**src/adcsp_defs.vh**
```
/*
 * Shared constants of the converter serial-port sequencer: clock rate,
 * conversion period, turnaround counts, instruction fields and the
 * internal register addresses the sequencer decodes.
 * Assumes the including file runs on the 50 MHz master clock.
 */
`ifndef ADCSP_DEFS_VH
`define ADCSP_DEFS_VH

// master clock and default conversion rate
`define ADCSP_CLK_HZ 50000000
`define ADCSP_CONV_RATE_HZ 814
`define ADCSP_PERIOD_CYC 16'hEFF1

// counts before the period wrap at which the result is refreshed; ready falls 3 cycles after the refresh
`define ADCSP_REFRESH_LEAD 4'h4
// host must finish this many cycles before the next ready fall
`define ADCSP_HOST_MARGIN_CYC 16'h000C

// turnaround counts (cycles of the master clock)
`define ADCSP_SLAVE_TURN_CYC 3'h1
`define ADCSP_MASTER_TURN_CYC 3'h5
`define ADCSP_SLAVE_DONE_CYC 3'h1
`define ADCSP_MASTER_DONE_CYC 3'h3

// instruction byte fields
`define ADCSP_INSTR_RW_BIT 7
`define ADCSP_INSTR_CNT_HI 6
`define ADCSP_INSTR_CNT_LO 5
`define ADCSP_INSTR_ADDR_HI 3
`define ADCSP_INSTR_ADDR_LO 0
`define ADCSP_INSTR_RESET 8'h00

// register addresses decoded by the sequencer
`define ADCSP_RESULT_ADDR_HI 4'h2
`define ADCSP_OFFSET_ADDR_LO 4'h4
`define ADCSP_OFFSET_ADDR_HI 4'h6
`define ADCSP_FSCALE_ADDR_LO 4'h8
`define ADCSP_FSCALE_ADDR_HI 4'hA

// pin synchroniser reset pattern {mode, sync_n, sdio, cs_n, sclk}
`define ADCSP_PIN_RESET 5'h0A

`endif

```
**src/adcsp_sync2.v**
```verilog
/*
 * Two-flop synchroniser for a group of asynchronous pin inputs.
 * Assumes one clock, synchronous active-low reset; each bit is an
 * independent level, no bus coherence is implied across bits.
 */
`timescale 1ns/100ps
module adcsp_sync2 #(
    parameter W = 5,
    parameter [W-1:0] RST_VAL = {W{1'b0}}
) (
    // clock and reset
    input wire core_clk,
    input wire rst_n,
    // asynchronous levels in, synchronised levels out
    input wire [W-1:0] d,
    output wire [W-1:0] q
);
    reg [W-1:0] meta;
    reg [W-1:0] stable;

    // first stage is read only by the second stage
    always @(posedge core_clk) begin
        if (!rst_n) begin
            meta <= RST_VAL;
            stable <= RST_VAL;
        end else begin
            meta <= d;
            stable <= meta;
        end
    end

    assign q = stable;
endmodule

```
**src/adcsp_sequencer.v**
```verilog
/*
 * Serial-port sequencer of a delta-sigma converter: conversion period
 * timing, ready output, result refresh, instruction entry and execution
 * in master and slave mode, chip-select handling and continuous read.
 * Assumes the converter core supplies each new result and the register
 * file answers reads combinationally on the same clock.
 */
`timescale 1ns/100ps
`include "adcsp_defs.vh"

// Operation
// - sync low pulse restarts conversion timing, aligning converters on one clock
// - asynchronous sync release aligns converters only to one clock cycle
// - each instruction does one register read or write; first while ready low
// - several instructions per period in slave mode only; master allows one
// - ready stays high during second and later instructions of a period
// - refresh result before ready falls; overlapping offset/scale write marks it invalid
// - a result read in progress blocks refresh; new result discarded
// - outputs float except while transmitting; chip select high never cuts transmission
// - master mode: chip select high holds off communication
// - slave mode: communicate only while chip select is low
// - chip select held low after result read reuses instruction each period
// - first chip select high enables continuous read forever
// - after reset the bidirectional line is the serial data output
// - master with chip select low clocks an instruction every ready-low period
// - an all-ones instruction reads, driving the line for 32 clocks
// - an all-zeros instruction writes one byte to the result, no effect
// - default period gives results at 814Hz, about 1.2ms
// - mode high: master, serial clock out at half the master clock
// - mode low: slave, host clock at most master clock over five
// - ready forced high before refresh, low again once refresh done; the sequencer raises it on the same clock edge as the refresh
// - slave turnaround to output three to four clocks after last instruction edge; the sequencer takes four to five
module adcsp_sequencer #(
    parameter [15:0] PERIOD_CYC = `ADCSP_PERIOD_CYC,
    parameter [3:0] REFRESH_LEAD = `ADCSP_REFRESH_LEAD
) (
    // clock and reset
    input wire core_clk,
    input wire rst_n,
    // mode and control pins
    input wire mode_master,
    input wire sync_request_n,
    input wire cs_n,
    // serial clock pin
    input wire sclk_in,
    output wire sclk_out,
    output wire sclk_oe_n,
    // bidirectional data pin and separate data output
    input wire sdio_in,
    output wire sdio_out,
    output wire sdio_oe_n,
    output wire serial_out_line,
    output wire serial_out_oe_n,
    // ready output
    output reg result_ready_n,
    // converter core side
    input wire [23:0] new_result,
    input wire cmd_serial_out_line_sel,
    output reg refresh_strobe,
    output reg modulator_restart,
    output reg result_invalid,
    output reg late_finish,
    // register file side
    output reg [3:0] rd_addr,
    input wire [7:0] rd_data,
    output reg wr_en,
    output reg [3:0] wr_addr,
    output reg [7:0] wr_data
);
    localparam S_IDLE = 5'h01;
    localparam S_INSTR = 5'h02;
    localparam S_TURN = 5'h04;
    localparam S_DATA = 5'h08;
    localparam S_DONE = 5'h10;

    wire [4:0] pins_q;
    wire sclk_s;
    wire cs_s;
    wire sdio_s;
    wire sync_s;
    wire mode_s;
    reg sclk_d;
    reg sync_d;
    reg [4:0] state;
    reg [15:0] pcnt;
    reg [5:0] bitcnt;
    reg [5:0] scnt;
    reg [2:0] gap;
    reg [7:0] instr;
    reg [7:0] rx;
    reg [7:0] tx;
    reg [23:0] conversion_result_reg;
    reg msclk;
    reg [1:0] fall_dly;
    reg reuse;
    reg done_flag;
    reg cont_enabled;
    reg cont_active;
    reg overlap;

    // all pins cross into the master clock domain here
    adcsp_sync2 #(
        .W(5),
        .RST_VAL(`ADCSP_PIN_RESET)
    ) u_pins (
        .core_clk(core_clk),
        .rst_n(rst_n),
        .d({mode_master, sync_request_n, sdio_in, cs_n, sclk_in}),
        .q(pins_q)
    );
    assign sclk_s = pins_q[0];
    assign cs_s = pins_q[1];
    assign sdio_s = pins_q[2];
    assign sync_s = pins_q[3];
    assign mode_s = pins_q[4];

    // decoded fields of the active instruction
    wire is_read = instr[`ADCSP_INSTR_RW_BIT];
    wire [3:0] instr_addr = instr[`ADCSP_INSTR_ADDR_HI:`ADCSP_INSTR_ADDR_LO];
    wire hits_result = (instr_addr <= `ADCSP_RESULT_ADDR_HI);
    wire [2:0] byte_cnt = {1'b0, instr[`ADCSP_INSTR_CNT_HI:`ADCSP_INSTR_CNT_LO]} + 3'h1;
    wire [5:0] data_bits = {byte_cnt, 3'h0};
    wire in_data = (state == S_DATA);
    wire out_active = in_data && is_read;
    wire rd_result_busy = is_read && hits_result && (state == S_TURN || in_data || state == S_DONE);

    // period events
    wire period_end = (pcnt == PERIOD_CYC - 16'h0001);
    wire refresh_at = (pcnt == PERIOD_CYC - {12'h000, REFRESH_LEAD});
    wire in_window = (pcnt >= PERIOD_CYC - {12'h000, REFRESH_LEAD});
    wire sync_rise = sync_s && !sync_d;

    // serial clock events; slave edges count only with chip select low or while data goes out
    // host clock is at most a fifth of core_clk, so the synchroniser misses no edge
    wire s_fall_raw = !mode_s && !sclk_s && sclk_d;
    wire s_fall = s_fall_raw && (!cs_s || out_active);
    wire [5:0] phase_bits = in_data ? data_bits : 6'h08;
    wire m_run = mode_s && (state == S_INSTR || in_data) && (bitcnt < phase_bits);
    wire m_fall = m_run && msclk;
    wire ev_fall = mode_s ? m_fall : s_fall;
    // master samples two cycles late to match the synchroniser delay
    wire sample_ev = mode_s ? fall_dly[1] : s_fall;
    wire last_fall = ev_fall && (bitcnt == phase_bits - 6'h01);

    // byte fetched for transmission: result bytes or the register file
    reg [7:0] read_byte;
    always @* begin
        read_byte = rd_data;
        if (rd_addr <= `ADCSP_RESULT_ADDR_HI) begin
            case (rd_addr[1:0])
                2'h0: read_byte = conversion_result_reg[23:16];
                2'h1: read_byte = conversion_result_reg[15:8];
                default: read_byte = conversion_result_reg[7:0];
            endcase
        end
    end

    // pin drivers; reset value of the select keeps data on the shared line
    assign sclk_out = msclk;
    assign sclk_oe_n = !mode_s;
    assign sdio_out = tx[7];
    assign sdio_oe_n = !(out_active && !cmd_serial_out_line_sel);
    assign serial_out_line = tx[7];
    assign serial_out_oe_n = !(out_active && cmd_serial_out_line_sel);

    // edge history and master clock generation at half the master clock
    always @(posedge core_clk) begin
        if (!rst_n) begin
            sclk_d <= 1'b0;
            sync_d <= 1'b1;
            msclk <= 1'b0;
            fall_dly <= 2'h0;
        end else begin
            sclk_d <= sclk_s;
            sync_d <= sync_s;
            fall_dly <= {fall_dly[0], m_fall};
            if (m_run) begin
                msclk <= !msclk;
            end else begin
                msclk <= 1'b0;
            end
        end
    end

    // conversion period, refresh and ready output
    always @(posedge core_clk) begin
        if (!rst_n) begin
            pcnt <= 16'h0000;
            result_ready_n <= 1'b1;
            refresh_strobe <= 1'b0;
            modulator_restart <= 1'b0;
            conversion_result_reg <= 24'h000000;
            result_invalid <= 1'b0;
            overlap <= 1'b0;
        end else begin
            refresh_strobe <= 1'b0;
            modulator_restart <= 1'b0;
            // restart lands on the first clock edge seeing the release
            if (sync_rise) begin
                pcnt <= 16'h0000;
                modulator_restart <= 1'b1;
            end else if (period_end) begin
                pcnt <= 16'h0000;
            end else begin
                pcnt <= pcnt + 16'h0001;
            end
            if (refresh_at) begin
                result_ready_n <= 1'b1;
                if (!rd_result_busy) begin
                    conversion_result_reg <= new_result;
                    refresh_strobe <= 1'b1;
                    result_invalid <= overlap;
                end
            end else if (period_end && !sync_rise) begin
                result_ready_n <= 1'b0;
            end else if (state == S_DONE && gap == 3'h0) begin
                result_ready_n <= 1'b1;
            end
            // a blocked refresh leaves the old result untouched
            if (refresh_at && rd_result_busy) begin
                overlap <= overlap;
            end else if (wr_en && in_window && ((wr_addr >= `ADCSP_OFFSET_ADDR_LO &&
                     wr_addr <= `ADCSP_OFFSET_ADDR_HI) || (wr_addr >= `ADCSP_FSCALE_ADDR_LO &&
                     wr_addr <= `ADCSP_FSCALE_ADDR_HI))) begin
                overlap <= 1'b1;
            end else if (refresh_at) begin
                overlap <= 1'b0;
            end
        end
    end

    // continuous read enable and entry
    always @(posedge core_clk) begin
        if (!rst_n) begin
            cont_enabled <= 1'b0;
            cont_active <= 1'b0;
        end else begin
            if (cs_s) begin
                cont_enabled <= 1'b1;
            end
            if (cs_s) begin
                cont_active <= 1'b0;
            end else if (state == S_DONE && gap == 3'h0 && is_read && hits_result && cont_enabled) begin
                cont_active <= 1'b1;
            end
        end
    end

    // receive shift register runs in every active phase
    always @(posedge core_clk) begin
        if (!rst_n) begin
            rx <= 8'h00;
        end else if (state != S_IDLE && sample_ev) begin
            rx <= {rx[6:0], sdio_s};
        end
    end

    // instruction sequencer
    always @(posedge core_clk) begin
        if (!rst_n) begin
            state <= S_IDLE;
            bitcnt <= 6'h00;
            scnt <= 6'h00;
            gap <= 3'h0;
            instr <= `ADCSP_INSTR_RESET;
            tx <= 8'h00;
            rd_addr <= 4'h0;
            wr_en <= 1'b0;
            wr_addr <= 4'h0;
            wr_data <= 8'h00;
            reuse <= 1'b0;
            done_flag <= 1'b0;
            late_finish <= 1'b0;
        end else begin
            wr_en <= 1'b0;
            late_finish <= 1'b0;
            if (period_end) begin
                done_flag <= 1'b0;
            end
            // data-phase writes, one strobe per completed byte
            if ((in_data || state == S_DONE) && !is_read && sample_ev) begin
                scnt <= scnt + 6'h01;
                if (scnt[2:0] == 3'h7) begin
                    wr_data <= {rx[6:0], sdio_s};
                    wr_addr <= instr_addr + {1'b0, scnt[5:3]};
                    // result register ignores writes; all-zero instruction is a no-op
                    wr_en <= !hits_result;
                end
            end
            case (state)
                S_IDLE: begin
                    bitcnt <= 6'h00;
                    if (mode_s) begin
                        // one instruction per period, only with chip select low
                        if (!result_ready_n && !cs_s && !done_flag) begin
                            state <= cont_active ? S_TURN : S_INSTR;
                            reuse <= cont_active;
                            gap <= `ADCSP_MASTER_TURN_CYC;
                        end
                    end else if (!cs_s) begin
                        state <= S_INSTR;
                        reuse <= 1'b0;
                    end
                end
                S_INSTR: begin
                    if (!mode_s && cs_s) begin
                        state <= S_IDLE;
                    end else if (!mode_s && period_end && cont_active && bitcnt == 6'h00) begin
                        state <= S_TURN;
                        reuse <= 1'b1;
                        gap <= `ADCSP_SLAVE_TURN_CYC;
                    end else if (last_fall) begin
                        state <= S_TURN;
                        gap <= mode_s ? `ADCSP_MASTER_TURN_CYC : `ADCSP_SLAVE_TURN_CYC;
                    end else if (ev_fall) begin
                        bitcnt <= bitcnt + 6'h01;
                    end
                end
                S_TURN: begin
                    if (gap == 3'h1) begin
                        // decode one cycle early so the first byte is fetched in time
                        if (!reuse) begin
                            instr <= rx;
                            rd_addr <= rx[`ADCSP_INSTR_ADDR_HI:`ADCSP_INSTR_ADDR_LO];
                        end else begin
                            rd_addr <= instr_addr;
                        end
                        gap <= 3'h0;
                    end else if (gap == 3'h0) begin
                        state <= S_DATA;
                        bitcnt <= 6'h00;
                        scnt <= 6'h00;
                        tx <= read_byte;
                        rd_addr <= rd_addr + 4'h1;
                    end else begin
                        gap <= gap - 3'h1;
                    end
                end
                S_DATA: begin
                    if (!mode_s && cs_s && !is_read) begin
                        state <= S_IDLE;
                    end else if (last_fall) begin
                        // outgoing transfer runs to the end whatever chip select does
                        state <= S_DONE;
                        gap <= mode_s ? `ADCSP_MASTER_DONE_CYC : `ADCSP_SLAVE_DONE_CYC;
                    end else if (ev_fall) begin
                        bitcnt <= bitcnt + 6'h01;
                        if (bitcnt[2:0] == 3'h7) begin
                            tx <= read_byte;
                            rd_addr <= rd_addr + 4'h1;
                        end else begin
                            tx <= {tx[6:0], 1'b0};
                        end
                    end
                end
                S_DONE: begin
                    if (gap == 3'h0) begin
                        state <= S_IDLE;
                        done_flag <= 1'b1;
                        // flags a host that finished too close to the next ready fall
                        late_finish <= (pcnt >= PERIOD_CYC - `ADCSP_HOST_MARGIN_CYC);
                    end else begin
                        gap <= gap - 3'h1;
                    end
                end
                default: begin
                    state <= S_IDLE;
                end
            endcase
        end
    end
endmodule

```
**config.mk**
```make
export PLATFORM = sky130hd
export DESIGN_NAME = adcsp_sequencer
export DESIGN_NICKNAME = d
export VERILOG_FILES = /design/src/adcsp_sync2.v /design/src/adcsp_sequencer.v
export VERILOG_INCLUDE_DIRS = /design/src
export SDC_FILE = /design/constraint.sdc
export NUM_CORES = 1
export LEC_CHECK = 0
export ABC_CLOCK_PERIOD_IN_PS = 3100
export BUFFER_PORTS_ARGS = -buffer_cell sky130_fd_sc_hd__buf_2
export CORE_ASPECT_RATIO = 2
export CORE_MARGIN = 2
export CORE_UTILIZATION = 53
export DETAILED_ROUTE_END_ITERATION = 10
export GPL_ROUTABILITY_DRIVEN = 0
export PLACE_DENSITY = 0.76
export SLEW_MARGIN = 5
export SYNTH_ARGS = -nofsm -noshare
export SYNTH_HDL_FRONTEND = slang
export SYNTH_SLANG_ARGS = --single-unit
```
**constraint.sdc**
```tcl
create_clock -name core_clk -period 3.1 [get_ports core_clk]
set_input_delay 0.93 -clock core_clk [delete_from_list [all_inputs] [get_ports core_clk]]
set_output_delay 0.93 -clock core_clk [all_outputs]
set_load 0.01 [all_outputs]
```
==> results_dict.tcl, run 1 <==
set metrics [dict create \
    status "completed" \
    worstPathRequired_ps 3410 \
    finalSetupViolations 0 \
    cts_root_buf "clkbuf_16" \
    multi_input_area_um2 3410 \
    drtIter0Drc 461 \
    drt-vias-per-instance 6.00 \
    synthesis.area_um2 6160 \
    grt_pass1_vias 5636 \
    synth_ff_type "dfxtp_1" \
    worstHoldPathType "reg2reg" \
    cts_buffers 17 \
    ys_seq_elements 125 \
    power.density_nw_per_um2 572 \
    min_period_ps 2920 \
    synth_cells 732 \
    cp.arrival_ps 3230 \
    register_area_um2 2500 \
    clkSlewWorstSetupHoldPaths_ps 50 \
    rsz0062_at_grt "false" \
    drtAntennaViolNets 0 \
    area_growth_pct 17.9 \
    finalCritPeriodShare 0.941 \
    slew_violations 0 \
    grt_usage 0.268 \
    cp_max_fo 4 \
    synthDistinctLibCells 73 \
    clockBufferDepth 2 \
    dp_worst_setup_slack_ps 89.4 \
    worst-setup-path-type "reg2reg" \
    grt.overflow.total 0 \
    worstSetupStartpointType "register" \
    antenna_found_initial 0 \
    fmax_mhz 343 \
    r2r_slack_ps 180 \
    ioPinCount 68 \
    rows 55 \
    seq_area_frac_synth 0.406 \
    ir_drop_uv 429 \
    cts_tree "done" \
    layout.cells.non_filler 948 \
    core_um2 11400 \
    drc_errors 0 \
    fin_ws_ps 184 \
    totalNegativeSetupSlack_ps 0 \
    htreeDepth 4 \
    die_x_um 80.3 \
    wl_per_cell_um 17.4 \
    final_nets 857 \
    antenna_cells 0 \
    grt_max_degree 73 \
    grt_pass1_wl_um 26600 \
    skew_ps 8.27 \
    dieArea_um2 12600 \
    holdBufCountCts 0 \
    dpl.cell_count 916 \
    largest_reg_flops 24 \
    clock_latency_ps 420 \
    tightest_slew_ps 1160 \
    p_leak_nw 2.81 \
    postCtsSetupBuffers 0 \
    synth_async_sr_flop_share 0 \
    io_buffer_count 67 \
    finalHoldViolations 0 \
    synth_nets 796 \
    hpwl_um 11700 \
    fillers 950 \
    clock-sinks 125 \
    slew_headroom 0.224 \
    crit_path_end_kind "register" \
    syn_avg_cell_area_um2 8.42 \
    yosysWarnings 0 \
    drive_gt1_frac 0.170 \
    synth_edf_count 0 \
    maxCapViolCount 0 \
    totalWireLength_um 16500 \
    dieHeight_um 157 \
    start_util 0.543 \
    vias 5692 \
    drtPass1Iterations 5 \
]
[cells by family after synthesis]
logic type	count (synthesis)	share of synthesized area
XOR/XNOR	24	0.0341
AO/OA/AOI/OAI	174	0.189
adder cells (fa/ha/maj)	24	0.0499
AND/OR/NAND/NOR	289	0.226
multiplexers	31	0.0505
buffers and inverters	65	0.0445
flip-flops	125	0.406
[layout make-up]
cell class / instances / area share
clock buffers: 21 / 0.0634
repair buffers: 86 / 0.0675
well taps: 142 / 0.0245
clock inverters: 11 / 0.0195
flip-flops and latches: 125 / 0.344
inverters: 21 / 0.0109
multi-input cells: 542 / 0.470
[synth_stat cells (13+ instances only)]
cell | instances | area (um^2)
o21ai_0 | 20 | 100
nand2b_1 | 17 | 106
a21oi_1 | 65 | 325
inv_1 | 20 | 75.1
clkbuf_1 | 29 | 109
dfxtp_1 | 125 | 2500
nor2_1 | 73 | 274
ha_1 | 23 | 288
nand3_1 | 24 | 120
nand2_1 | 104 | 390
xor2_1 | 13 | 114
mux2i_1 | 30 | 300
[cells in the final DEF (no fill, tap or decap), types with 10 or more instances in the layout]
cell type  synthesis  layout
ha_1              23      23
nand2b_1          17      17
o211ai_1          12      12
dfxtp_1          125     125
xnor2_1           11      11
and2_1            10      10
nor2_1            73      73
buf_4              3      18
inv_1             20      20
a211oi_1          11      10
buf_2              9      67
o21ai_0           20      19
a21oi_1           65      65
nand2_1          104     104
xor2_1            13      13
nor3_1            10      10
mux2i_1           30      30
nand3_1           24      24
clkbuf_16          0      17
[routing by layer]
metal	track usage	wire (um)	up-vias
met5	0	0	-
met4	0.161	882	0
met3	0.0548	958	74
met2	0.476	8700	234
met1	0.284	5970	2673
li1	-	-	2711
[stage by stage]
stage / hold WS, ps / util / total power [mW] / cell area (um^2)
3_5_place_dp: 397 / 0.586 / 2.15 / 6650
2_1_floorplan: 386 / - / 2.01 / 6160
4_1_cts: 407 / 0.639 / 4.15 / 7250
5_1_grt: 438 / 0.640 / 4.27 / 7260
6_report: 405 / 0.640 / 4.15 / 7260
3_3_place_gp: 407 / 0.586 / 2.14 / 6650
[worst max-delay path, stage by stage (launching register included)]
cell,delay [ps]
dfxtp_1,310
or3b_2,470
nor2_1,170
nand2_1,110
ha_1,280
nor2b_1,140
o21ai_1,230
and4_1,330
o21ba_2,220
o21ai_1,170
a2111oi_2,380
[power breakdown]
group | leakage, nW | internal [mW] | switching (mW) | total, mW
Combinational | 1.51 | 0.168 | 0.288 | 0.457
Sequential | 1.01 | 1.64 | 0.0388 | 1.68
Clock | 0.289 | 1.30 | 0.716 | 2.02
[path summary, 6_finish.rpt]
path                                                 from                endpoint  cells past startpoint
worst min register to register  u_pins.meta[1]$_SDFF_PN1_  u_pins.q[1]$_SDFF_PN1_                      1
worst max-delay path                state[1]$_SDFFE_PN0P_     gap[0]$_SDFFE_PN0P_                     10
worst min-delay path            u_pins.meta[1]$_SDFF_PN1_  u_pins.q[1]$_SDFF_PN1_                      1
worst max register to register      state[1]$_SDFFE_PN0P_     gap[0]$_SDFFE_PN0P_                     10
[repair_timing]
item | CTS | global route
gates resized for setup | 0 | 3
hold endpoints to repair | 0 | 0
endpoints found under the setup margin | 0 | 15
Note: power is estimated with default switching activity, not from simulation.
==> inputs of run 2 (changes only) <==
Settings changed: CORE_MARGIN 2 to unset.
==> run 2 against run 1 <==
  * Hold slack gained 15 ps
  * Die area is 3.7% lower
  * Routed wire length is 4.1% lower
  * Largest power group unchanged
  * Design area about the same
  * Non-clock buffer count grew 2
  * Sequential power hardly changed
  * Count of clock-buffer cells in the layout increased by 2
  * Sequential share of layout area is essentially flat
  * Critical path depth unchanged
==> results_dict.tcl, run 2 (synthesized netlist as in run 1, its figures left out) <==
set metrics [dict create \
    ir_drop_uv 412 \
    cp.arrival_ps 3190 \
    dp_worst_setup_slack_ps 77.2 \
    skew_ps 6.87 \
    finalHoldViolations 0 \
    antenna_cells 0 \
    rsz0062_at_grt "false" \
    hp-start "u_pins.meta[1]$_SDFF_PN1_" \
    cts_root_buf "clkbuf_16" \
    worstSetupStartpointType "register" \
    fin_ws_ps 245 \
    status "completed" \
    area_growth_pct 17.8 \
    holdBufCountCts 0 \
    slowest_stage "or3b_2" \
    totalNegativeSetupSlack_ps 0 \
    totalWireLength_um 15800 \
    grt_pass1_vias 5603 \
    clock-sinks 125 \
    clkSlewWorstSetupHoldPaths_ps 60 \
    ioPinCount 68 \
    worstPathRequired_ps 3440 \
    layout_commonest_cell "dfxtp_1" \
    path_cells "or3b_2 > nor2_1 > nand2_1 > ha_1 > nor2b_1 > o21ai_2 > and4_1 > o21ai_2 > a2111oi_2 > mux2i_1" \
    crit_path_end_kind "register" \
    critical-path-top-delay-family "simple AND/OR/NAND/NOR gates" \
    p_leak_nw 2.82 \
    mostFrequentLayoutCells "dfxtp_1 (125), nand2_1 (104), nor2_1 (73)" \
    rows 55 \
    cp_max_fo 6 \
    drive_gt1_frac 0.170 \
    drc_errors 0 \
    worstHoldPathType "reg2reg" \
    clockBufferDepth 2 \
    die_x_um 78.3 \
    clock_latency_ps 410 \
    power.density_nw_per_um2 571 \
    drtAntennaViolNets 0 \
    final_nets 859 \
    cp_common_cell "o21ai_2" \
    min_period_ps 2850 \
    fmax_mhz 350 \
    crit_start "state[1]$_SDFFE_PN0P_" \
    slew_headroom 0.220 \
    cts_tree "done" \
    dieArea_um2 12100 \
    drtPass1Iterations 5 \
    slew_violations 0 \
    dieHeight_um 155 \
    vias 5659 \
    core_um2 11300 \
    wl_per_cell_um 16.7 \
    crit_path_max_incr_delay_ps 480 \
    grt_max_degree 47 \
    tightest_slew_ps 1160 \
    io_buffer_count 67 \
    drtIter0Drc 356 \
    finish.utilization 0.643 \
    finalCritPeriodShare 0.921 \
    maxCapViolCount 0 \
    worst-setup-path-type "reg2reg" \
    holdWs_ps 420 \
    grt_pass1_wl_um 26100 \
    grt.overflow.total 0 \
    hpwl_um 11600 \
    start_util 0.546 \
    drt-vias-per-instance 5.97 \
    grt_usage 0.277 \
    timing.rr.start "state[1]$_SDFFE_PN0P_" \
    largest_reg_flops 24 \
    htreeDepth 4 \
    cts_buffers 17 \
    critPathBufInv 0 \
    antenna_found_initial 0 \
    finalSetupViolations 0 \
]
run 2: worst register-to-register path, cell delays in order, from the launching register on:
cell and delay, ps:
dfxtp_1 310, or3b_2 480, nor2_1 170, nand2_1 120, ha_1 290, nor2b_1 150, o21ai_2 160, and4_1 280
o21ai_2 130, a2111oi_2 440, mux2i_1 250
run 2: layer usage:
layer | track usage | vias to the layer above | share of wire
li1 | - | 2703 | -
met1 | 0.269 | 2687 | 0.36
met2 | 0.498 | 201 | 0.53
met3 | 0.0655 | 68 | 0.046
met4 | 0.199 | 0 | 0.060
met5 | 0 | - | 0
run 2: worst paths after layout:
path	endpoint	slack, ps	cells past startpoint
setup / recovery	bitcnt[4]$_SDFFE_PN0P_	250	10
hold / removal	u_pins.q[1]$_SDFF_PN1_	420	1
setup reg to reg	bitcnt[4]$_SDFFE_PN0P_	250	10
hold reg to reg	u_pins.q[1]$_SDFF_PN1_	420	1
run 2: report_power, final:
group | leakage, nW | switching (mW) | internal (mW) | total (mW)
sequential | 1.01 | 0.0391 | 1.64 | 1.68
combinational | 1.52 | 0.288 | 0.174 | 0.463
clock | 0.289 | 0.692 | 1.31 | 2.01
run 2: cell type report:
cell class	instances	area, um^2
inverters	21	78.8
clock buffers	23	478
repair buffers	88	505
flip-flops and latches	125	2500
multi-input cells	542	3410
fillers	982	4020
clock inverters	7	113
well taps	142	178
run 2: timing repair:
action,in CTS,in global routing
resized for setup,0,4
setup buffers,0,0
setup endpoints to repair,0,22
hold endpoints to repair,0,0
run 2: metrics by stage:
stage,power (mW),instances,area (um^2)
after floorplan,2.01,732,6160
after global placement,2.14,918,6660
after detailed placement,2.16,918,6660
after CTS,4.15,948,7250
after global routing,4.28,948,7260
final,4.15,948,7260
